## config.mk

```make
export PLATFORM = sky130hd
export DESIGN_NAME = uar_rx_recovery
export DESIGN_NICKNAME = d
export VERILOG_FILES = /design/src/design/uar_pkg.sv /design/src/design/uar_sync.sv /design/src/design/uar_vote.sv /design/src/design/uar_rx_recovery.sv
export SDC_FILE = /design/constraint.sdc
export NUM_CORES = 1
export LEC_CHECK = 0
export BUFFER_PORTS_ARGS = -buffer_cell sky130_fd_sc_hd__buf_4
export CAP_MARGIN = 30
export CORE_ASPECT_RATIO = 0.7
export CORE_MARGIN = 2
export CORE_UTILIZATION = 54
export CTS_BUF_LIST = sky130_fd_sc_hd__clkbuf_4 sky130_fd_sc_hd__clkbuf_8
export DETAILED_ROUTE_END_ITERATION = 12
export PLACE_DENSITY_LB_ADDON = 0.1
export SETUP_SLACK_MARGIN = 0.3
export SKIP_CTS_REPAIR_TIMING = 1
export SLEW_MARGIN = 20
export SYNTH_ARGS = -nofsm -noshare
export SYNTH_HDL_FRONTEND = slang
export SYNTH_SLANG_ARGS = --single-unit
```

## constraint.sdc

```tcl
create_clock -name clock -period 2.15 [get_ports clock]
set_input_delay 0.3225 -clock clock [delete_from_list [all_inputs] [get_ports clock]]
set_output_delay 0.3225 -clock clock [all_outputs]
set_load 0.02 [all_outputs]
```

## src/design/uar_pkg.sv

```systemverilog
package uar_pkg;
	// Oversampling per bit
	localparam int unsigned SAMPLES_NORMAL = 16;
	localparam int unsigned SAMPLES_DOUBLE = 8;
	// Centre vote samples, numbered from 1
	localparam logic [4:0] VOTE_FIRST_NORMAL = 5'h08;
	localparam logic [4:0] VOTE_LAST_NORMAL  = 5'h0A;
	localparam logic [4:0] VOTE_FIRST_DOUBLE = 5'h04;
	localparam logic [4:0] VOTE_LAST_DOUBLE  = 5'h06;
	// Frame length limits, data plus parity
	localparam logic [3:0] BITS_MIN          = 4'h5;
	localparam logic [3:0] BITS_MAX          = 4'hA;
	// Reset values
	localparam logic [4:0] SAMPLE_RESET      = 5'h00;
	localparam logic [3:0] BIT_RESET         = 4'h0;
	localparam logic [9:0] DATA_RESET        = 10'h000;
	localparam logic [2:0] SYNC_RESET        = 3'h7;
	// Receiver states
	typedef enum logic [1:0] {
		UAR_IDLE,
		UAR_START,
		UAR_BITS,
		UAR_STOP
	} uar_state_t;
endpackage : uar_pkg

```

## src/design/uar_sync.sv

```systemverilog
// Three-stage pin synchroniser with agreement filter
module uar_sync (
	input  wire logic clock,     // System clock
	input  wire logic rst_b,     // Synchronous reset, active low
	input  wire logic pin_in,    // Asynchronous line
	output logic      level_out  // Filtered level
);
	import uar_pkg::*;

	logic [2:0] sync_reg;
	logic [2:0] sync_next;
	logic       level_reg;
	logic       level_next;

	// Stage one feeds only stage two; stages two and three must agree
	always_comb begin
		sync_next  = {sync_reg[1:0], pin_in};
		level_next = level_reg;
		if (sync_reg[1] == sync_reg[2]) begin
			level_next = sync_reg[2];
		end
	end

	always_ff @(posedge clock) begin
		if (!rst_b) begin
			sync_reg  <= SYNC_RESET;
			level_reg <= 1'b1;
		end else begin
			sync_reg  <= sync_next;
			level_reg <= level_next;
		end
	end

	assign level_out = level_reg;
endmodule : uar_sync

```

## src/design/uar_vote.sv

```systemverilog
// Three-sample majority over the centre window
module uar_vote (
	input  wire logic       clock,      // System clock
	input  wire logic       rst_b,      // Synchronous reset, active low
	input  wire logic       clear,      // Start a new bit
	input  wire logic       take,       // Capture this sample
	input  wire logic       sample,     // Line level
	output logic            majority    // Vote of captured samples
);
	import uar_pkg::*;

	logic [2:0] win_reg;
	logic [2:0] win_next;

	always_comb begin
		win_next = win_reg;
		if (clear) begin
			win_next = 3'h0;
		end else if (take) begin
			win_next = {win_reg[1:0], sample};
		end
	end

	always_ff @(posedge clock) begin
		if (!rst_b) begin
			win_reg <= 3'h0;
		end else begin
			win_reg <= win_next;
		end
	end

	// Two or three highs give one
	assign majority = (win_reg[0] & win_reg[1]) | (win_reg[0] & win_reg[2]) | (win_reg[1] & win_reg[2]);
endmodule : uar_vote

```

## src/design/uar_rx_recovery.sv

```systemverilog
// Operation
// Sample line sixteen times per bit normally, eight in double speed.
// Idle-high samples count as zero; wait for a start condition.
// High-to-low edge starts qualification; first low sample is number one.
// Start decided by samples 8,9,10 normal or 4,5,6 double speed.
// Two or more high qualification samples reject start as noise.
// Each accepted start bit re-aligns the bit sampling phase.
// Per-bit counter has sixteen or eight states numbering each sample.
// Bit value is majority of three centre samples.
// Recover data, optional parity and first stop bit; ignore more.
// Low first stop bit sets the frame error indication.
// Ready for next start right after last stop vote sample.
// Frames carry five to ten data-plus-parity bits.
// Transmitter keeps rate within receiver acceptance window.
// Each side takes half the tolerable rate error.
// Frame error travels with its frame to the buffer.
// Double speed affects asynchronous operation only.
// Double speed ignores lows before stop voting window ends.
module uar_rx_recovery (
	input  wire logic       clock,               // System clock, 100 MHz
	input  wire logic       rst_b,               // Synchronous reset, active low
	input  wire logic       sample_tick,         // Baud sample tick, one cycle
	input  wire logic       serial_rx_line,      // Receive pin, asynchronous
	input  wire logic       double_speed_select, // 1 selects 8x oversampling
	input  wire logic [3:0] frame_bits,          // Data plus parity, 5 to 10
	output logic            frame_valid,         // One-cycle frame strobe
	output logic [9:0]      frame_data,          // Recovered bits, LSB first
	output logic            frame_error_flag,    // Stop bit was low
	output logic            rx_busy              // Frame in progress
);
	import uar_pkg::*;

	uar_state_t state_reg;
	uar_state_t state_next;
	logic [4:0] sample_reg;
	logic [4:0] sample_next;
	logic [3:0] bit_reg;
	logic [3:0] bit_next;
	logic [9:0] data_reg;
	logic [9:0] data_next;
	logic       fe_reg;
	logic       fe_next;
	logic       valid_reg;
	logic       valid_next;
	logic       prev_reg;
	logic       prev_next;
	logic       line;
	logic       vote;
	logic       vote_clear;
	logic       vote_take;
	logic [4:0] spb;
	logic [4:0] vote_first;
	logic [4:0] vote_last;
	logic [3:0] bits_eff;

	uar_sync u_sync (
		.clock     (clock),
		.rst_b     (rst_b),
		.pin_in    (serial_rx_line),
		.level_out (line)
	);

	uar_vote u_vote (
		.clock    (clock),
		.rst_b    (rst_b),
		.clear    (vote_clear),
		.take     (vote_take),
		.sample   (line),
		.majority (vote)
	);

	// receiver rate error is set by the tick source, not here
	// no synchronous mode exists here, select only changes oversampling
	// samples per bit and R4: vote window by mode
	assign spb        = double_speed_select ? 5'(SAMPLES_DOUBLE) : 5'(SAMPLES_NORMAL);
	assign vote_first = double_speed_select ? VOTE_FIRST_DOUBLE : VOTE_FIRST_NORMAL;
	assign vote_last  = double_speed_select ? VOTE_LAST_DOUBLE : VOTE_LAST_NORMAL;

	// clamp length into five..ten
	assign bits_eff = (frame_bits < BITS_MIN) ? BITS_MIN : ((frame_bits > BITS_MAX) ? BITS_MAX : frame_bits);

	// Vote capture only inside the centre window
	// Line seen at a tick is sample number sample_reg plus one
	assign vote_take  = sample_tick && (state_reg != UAR_IDLE)
		&& (sample_reg >= vote_first - 5'h01) && (sample_reg <= vote_last - 5'h01);
	assign vote_clear = sample_tick && (state_reg != UAR_IDLE) && (sample_reg == 5'h01);

	// Frame recovery sequencer
	always_comb begin
		state_next  = state_reg;
		sample_next = sample_reg;
		bit_next    = bit_reg;
		data_next   = data_reg;
		fe_next     = fe_reg;
		valid_next  = 1'b0;
		prev_next   = prev_reg;
		if (sample_tick) begin
			prev_next = line;
			case (state_reg)
				UAR_IDLE: begin
					// idle samples numbered zero
					sample_next = SAMPLE_RESET;
					// high-to-low edge, this low is sample one
					if (prev_reg && !line) begin
						state_next  = UAR_START;
						sample_next = 5'h01;
					end
				end
				UAR_START: begin
					// counter numbers each sample
					sample_next = sample_reg + 5'h01;
					// reject noise after last qualification sample
					if (sample_reg == vote_last) begin
						if (vote) begin
							state_next  = UAR_IDLE;
							sample_next = SAMPLE_RESET;
						end
					end
					// re-align phase at this start bit
					if (sample_reg == spb) begin
						state_next  = UAR_BITS;
						sample_next = 5'h01;
						bit_next    = BIT_RESET;
					end
				end
				UAR_BITS: begin
					sample_next = sample_reg + 5'h01;
					// register majority after centre window
					if (sample_reg == vote_last) begin
						data_next = data_reg;
						data_next[bit_reg] = vote;
					end
					if (sample_reg == spb) begin
						sample_next = 5'h01;
						bit_next    = bit_reg + 4'h1;
						// after last data/parity bit, first stop bit only
						if (bit_reg == bits_eff - 4'h1) begin
							state_next = UAR_STOP;
						end
					end
				end
				UAR_STOP: begin
					sample_next = sample_reg + 5'h01;
					// R11: vote done, flag error, return to search at once
					if (sample_reg == vote_last) begin
						fe_next    = !vote;
						valid_next = 1'b1;
						state_next = UAR_IDLE;
						sample_next = SAMPLE_RESET;
						// low seen at the decision tick, just after the stop window, is not an edge
						prev_next  = 1'b1;
					end
				end
				default: begin
					state_next  = UAR_IDLE;
					sample_next = SAMPLE_RESET;
				end
			endcase
		end
	end

	always_ff @(posedge clock) begin
		if (!rst_b) begin
			state_reg  <= UAR_IDLE;
			sample_reg <= SAMPLE_RESET;
			bit_reg    <= BIT_RESET;
			data_reg   <= DATA_RESET;
			fe_reg     <= 1'b0;
			valid_reg  <= 1'b0;
			prev_reg   <= 1'b1;
		end else begin
			state_reg  <= state_next;
			sample_reg <= sample_next;
			bit_reg    <= bit_next;
			data_reg   <= data_next;
			fe_reg     <= fe_next;
			valid_reg  <= valid_next;
			prev_reg   <= prev_next;
		end
	end

	// error flag stands beside its frame data
	assign frame_valid      = valid_reg;
	assign frame_data       = data_reg;
	assign frame_error_flag = fe_reg;
	assign rx_busy          = (state_reg != UAR_IDLE);
endmodule : uar_rx_recovery

```

-- Word-level counts from Yosys, hierarchy flattened
Cells that the tools add are included.
- $add $sub $neg: 5
- multiply operators: 0
- div/mod/pow operators: 0
- magnitude comparators: 6
- equality and inequality tests: 15
- shift-type cells: 0
- mux-type cells: 29
- bitwise operators: 6
- reduce and logical (&&, ||, !) cells: 17
- operator list (cell ; number):
    $mux W5 ; 6
    $mux W4 ; 6
    $pmux W5 S4 ; 1
    $mux W2 ; 7
    $bwmux W10 ; 1
    $ne A2 B2 Y1 const B ; 5
    $sub A4 B1 Y5 const B ; 2
    $reduce_and A3 Y1 ; 3
    $pmux W2 S4 ; 1
    $pmux W4 S2 ; 1
    $reduce_and A7 Y1 ; 1
    $logic_and A1 B1 Y1 ; 6
    $ne A3 B3 Y1 const B ; 2
    $add A5 B1 Y5 const B ; 1
    $eq A5 B1 Y1 const B ; 1
    $eq A5 B4 Y1 ; 1
    $eq A5 B5 Y1 ; 1
    $ge A5 B5 Y1 ; 1
    $le A5 B5 Y1 ; 1
    $lt A4 B5 Y1 const B ; 1
    $mux W1 ; 5
    $add A4 B1 Y4 const B ; 1
    $demux W1 S4 ; 1
    $eq A2 B2 Y1 const B ; 2
    15 further kinds ; 20
- register bits: 31
- latch bits: 0
- RAM bits: 0
- bits in read-only memories: 0
- input port bits: 9
- output and inout bits: 13
- logic and storage cells: 88
- memories kept: 0

-- Longest topological paths before layout
- word-level depth: 8
- mapped depth: 9
- mapped depth without buffers: 9

-- Modules after synthesis
Synthesis repeated with hierarchy kept, for this count alone.
- cell total of the unflattened synthesis: 201
- area total of the unflattened synthesis: 1735.4 um2
- modules (own cells, without submodules) (module ; instances ; cells each ; area an instance (um2) ; seq. area each (um2)):
    uar_rx_recovery ; 1 ; 180 ; 1505.2 ; 480.5
    uar_vote ; 1 ; 11 ; 117.6 ; 60.1
    uar_sync ; 1 ; 10 ; 112.6 ; 80.1

-- Least setup slack after synthesis
Ideal clock, no wire load.
- path kind: register -> register
- from: register sample_reg[2]
- to: register state_reg[0]
- setup time: 0.069 ns
- arrival time: 2.017 ns
- data required time: 2.081 ns
- setup slack: 0.064 ns
- stages on the path, launching flop included: 9
- path buffers: 2
- period minus slack after synthesis: 2.086 ns
- cells stage by stage: dfxtp_1 -> ha_1 -> and4b_1 -> buf_4 -> nand2_1 -> a32o_1 -> buf_6 -> or4_1 -> o21ai_1
- longest elaborated chain between the ends: 3
- elaborated cells between the ends (all ways): 9
- classes of those cells: 6 x eq/ne; 2 x mux; 1 x reduce/logical
- ends and longest elaborated chain (element ; line ; RTL):
    from (decl) ; uar_rx_recovery.sv:35 ; logic [4:0] sample_reg;
    from (signal assigned) ; uar_rx_recovery.sv:173 ; sample_reg <= sample_next;
    $eq A5 B4 Y1 / $eq A5 B5 Y1 (equally long branches) ; n/a ;
    $ne A3 B3 Y1 (no source line) (tied with other cells) ; n/a ;
    $reduce_and A7 Y1 (no source line) / $pmux W2 S4 (equally long branches) ; n/a ;
    to (signal assigned) ; uar_rx_recovery.sv:172 ; state_reg <= state_next;
    to (decl) ; uar_rx_recovery.sv:33 ; uar_state_t state_reg;
Several ways; a longest one is shown, not always the timed one.
A chain may end at the register's enable or synchronous reset.

-- Worst setup path in the final report
- from: register sample_reg[3]
- to: register state_reg[0]
The elaborated chain is that of the path after synthesis.

==> results.cfg <==
[status]
status = completed

[sta]
worst_pin_slew_ps = 456
finalWorstSetupSlack_ps = 243
rsz0062_at_grt = yes
clock.fmax_ghz = 0.524
hold_viol_final = 0
finClkSkew_ps = 7.90
setup_viol = 0
period_needed_ps = 1910
hold_slack_ps = 225
drv_slew = 0
slew_headroom = 0.696
finalCritPeriodShare = 0.887

[detailed_routing]
drc_errors = 0
dr.pass1.iters = 4
wl_per_cell_um = 14.2
via_count = 1626
drt_iter0_markers = 69
antenna_left = 0
via_per_inst = 5.71
totalWireLength_um = 4040

[global_routing]
grt_pass1_wl_um = 6580
grt_max_degree = 21
grt_use_met1 = 0.303
grtUsageMet2 = 0.355
grt_overflow_total = 0
busiest_layer = met2
antenna_found_initial = 0
grt_pass1_vias = 1502
grt_usage = 0.231
grtUsageMet3 = 0.0659

[clock_tree]
clkSinkCount = 31
cts_root_buf = clkbuf_8
cts_buffer_depth = 2
cts_tree = built
cts.clk_slew.worst_paths_ps = 70
clk_latency_ps = 280
numCtsBuffers = 5
ctsHtreeMaxLevel = 2

[floorplanning]
io_pins = 22
fp.dieArea_sq_um = 3760
fp.dieH_um = 51.9
initial_core_util = 0.563
rows = 17
die_w_um = 72.5
core_sq_um = 3150

[worst_setup_path]
critPathCaptureType = register
worst_ep_arrival_time_ps = 2120
cp_data_required_time_ps = 2370
crit_type = register to register
crit_fanout = 5
startpoint_type = register

[logic_synthesis]
synth_nets = 239
ys_seq_area_frac = 0.350
yosys-top-cells-area = dfxtp_1 (35%), ha_1 (8.5%), a21oi_1 (4.8%)
synth-edff-count = 0
yosysWarningCount = 0
synth_cell_type_count = 42
synth.avg_cell_area_sq_um = 8.13
ys_ff_latch = 31
synth_area_sq_um = 1770
synth_top_cell_by_area = dfxtp_1
synth_ff_type = dfxtp_1
syn_inst = 218
async_flop_share = 0
synth_top_area_share = 0.350

[place]
dp_hpwl_um = 2950
gp_congestion = 0.871
placed_area_sq_um = 2010
pre_cts_slack_ps = -50.9
port_buffers = 21

[final_layout]
syn_to_final_growth_pct = 24.1
largest_reg_flops = 10
fillerInstances = 253
num_antenna_cells = 0
layout-drive-gt1-share = 0.215
layout.nets = 267
design_area_sq_um = 2200

[hold_path]
hold_class = input port to register

[power]
p_leak_uw = 0.000901
vdd_ir_drop_max_v = 0.000454
power.density_nw_per_um2 = 610

[flow_run]
cap_violations = 0
==> cell type report <==
cell class | count | area (sq um) | share of cell area
sequential | 31 | 629 | 0.286
multi-input combinational | 166 | 1100 | 0.502
clock inverter | 2 | 60.1 | 0.0273
tap | 38 | 47.5 | 0.0216
clock buffer | 6 | 76.3 | 0.0347
inverter | 9 | 33.8 | 0.0154
timing repair buffer | 33 | 248 | 0.113
==> layer usage <==
metal  up-vias  wire length [um]  part of all wire
met3         7               172             0.043
li1        830                 -                 -
met4         0                55             0.014
met2        38              1750              0.43
met5         -                 0                 0
met1       751              2070              0.51
==> cells in the mapped netlist, types with 2 or more instances <==
| master | count |
|---|---|
| dfxtp_1 | 31 |
| nor2_1 | 22 |
| a21oi_1 | 17 |
| nand3_1 | 17 |
| o21ai_0 | 15 |
| ha_1 | 12 |
| nand2_1 | 11 |
| nand2b_1 | 10 |
| clkbuf_1 | 9 |
| inv_1 | 9 |
| mux2i_1 | 7 |
| nand4_1 | 6 |
| nor2b_1 | 5 |
| a31oi_1 | 4 |
| xor2_1 | 4 |
| nand3b_1 | 3 |
| xnor2_1 | 3 |
| a32o_1 | 2 |
| and3_1 | 2 |
| nor3_1 | 2 |
| o21a_1 | 2 |
| o21ai_1 | 2 |
| o31a_1 | 2 |
| o31ai_1 | 2 |
| or2_2 | 2 |
==> critical path, cell delays in order, from the launching register on <==
cell     delay (ps)
dfxtp_4         360
ha_4            290
and4b_1         250
nand2_1          70
a32o_2          290
or4_1           460
o21ai_1         120
==> kinds of logic (layout without fill, tap and decap cells) <==
family	count (synthesis)	count (layout)	synth area share
compound gates	50	50	0.167
xor+xnor	7	7	0.0346
fa+ha+maj	13	13	0.0904
buf+inv	21	50	0.0515
flops	31	31	0.350
mux	7	7	0.0395
simple gates	89	89	0.267
==> placed cells by master, fill, tap and decap left out, types with 3 or more instances in the layout <==
cell type | netlist | routed
nor2b_1 | 5 | 5
mux2i_1 | 7 | 7
dfxtp_1 | 31 | 28
nand3b_1 | 3 | 3
nand2b_1 | 10 | 10
nor2_1 | 22 | 22
a21oi_1 | 17 | 17
a31oi_1 | 4 | 4
nand4_1 | 6 | 6
clkbuf_8 | 0 | 5
ha_1 | 12 | 10
xnor2_1 | 3 | 3
o21ai_0 | 15 | 13
inv_1 | 9 | 9
nand3_1 | 17 | 17
buf_4 | 1 | 33
o21ai_1 | 2 | 4
xor2_1 | 4 | 4
nand2_1 | 11 | 11
==> per-stage QoR <==
step / TNS (ps) / util / power, uW / instances
final: 0 / 0.698 / 1340 / 285
after global routing: 0 / 0.698 / 1380 / 285
after CTS: 0 / 0.683 / 1350 / 282
after detailed placement: -50.9 / 0.640 / 665 / 274
after global placement: 0 / 0.640 / 661 / 274
after floorplan: 0 / - / 635 / 218
==> final timing paths <==
path | slack (ps) | depth (start not counted) | end | startpoint
min reg2reg | 440 | 1 | u_sync.sync_reg[1] | u_sync.sync_reg[0]
max | 240 | 6 | state_reg[0] | sample_reg[3]
min | 230 | 2 | u_sync.sync_reg[0] | serial_rx_line
max reg2reg | 240 | 6 | state_reg[0] | sample_reg[3]
==> power by group <==
group | switching (uW) | internal, uW | leakage (uW)
combinational | 42.6 | 34.4 | 0.000580
clock | 213 | 476 | 0.0000688
sequential | 1.81 | 574 | 0.000252
total | 257 | 1080 | 0.000901
(Power assumes the default switching activity.)
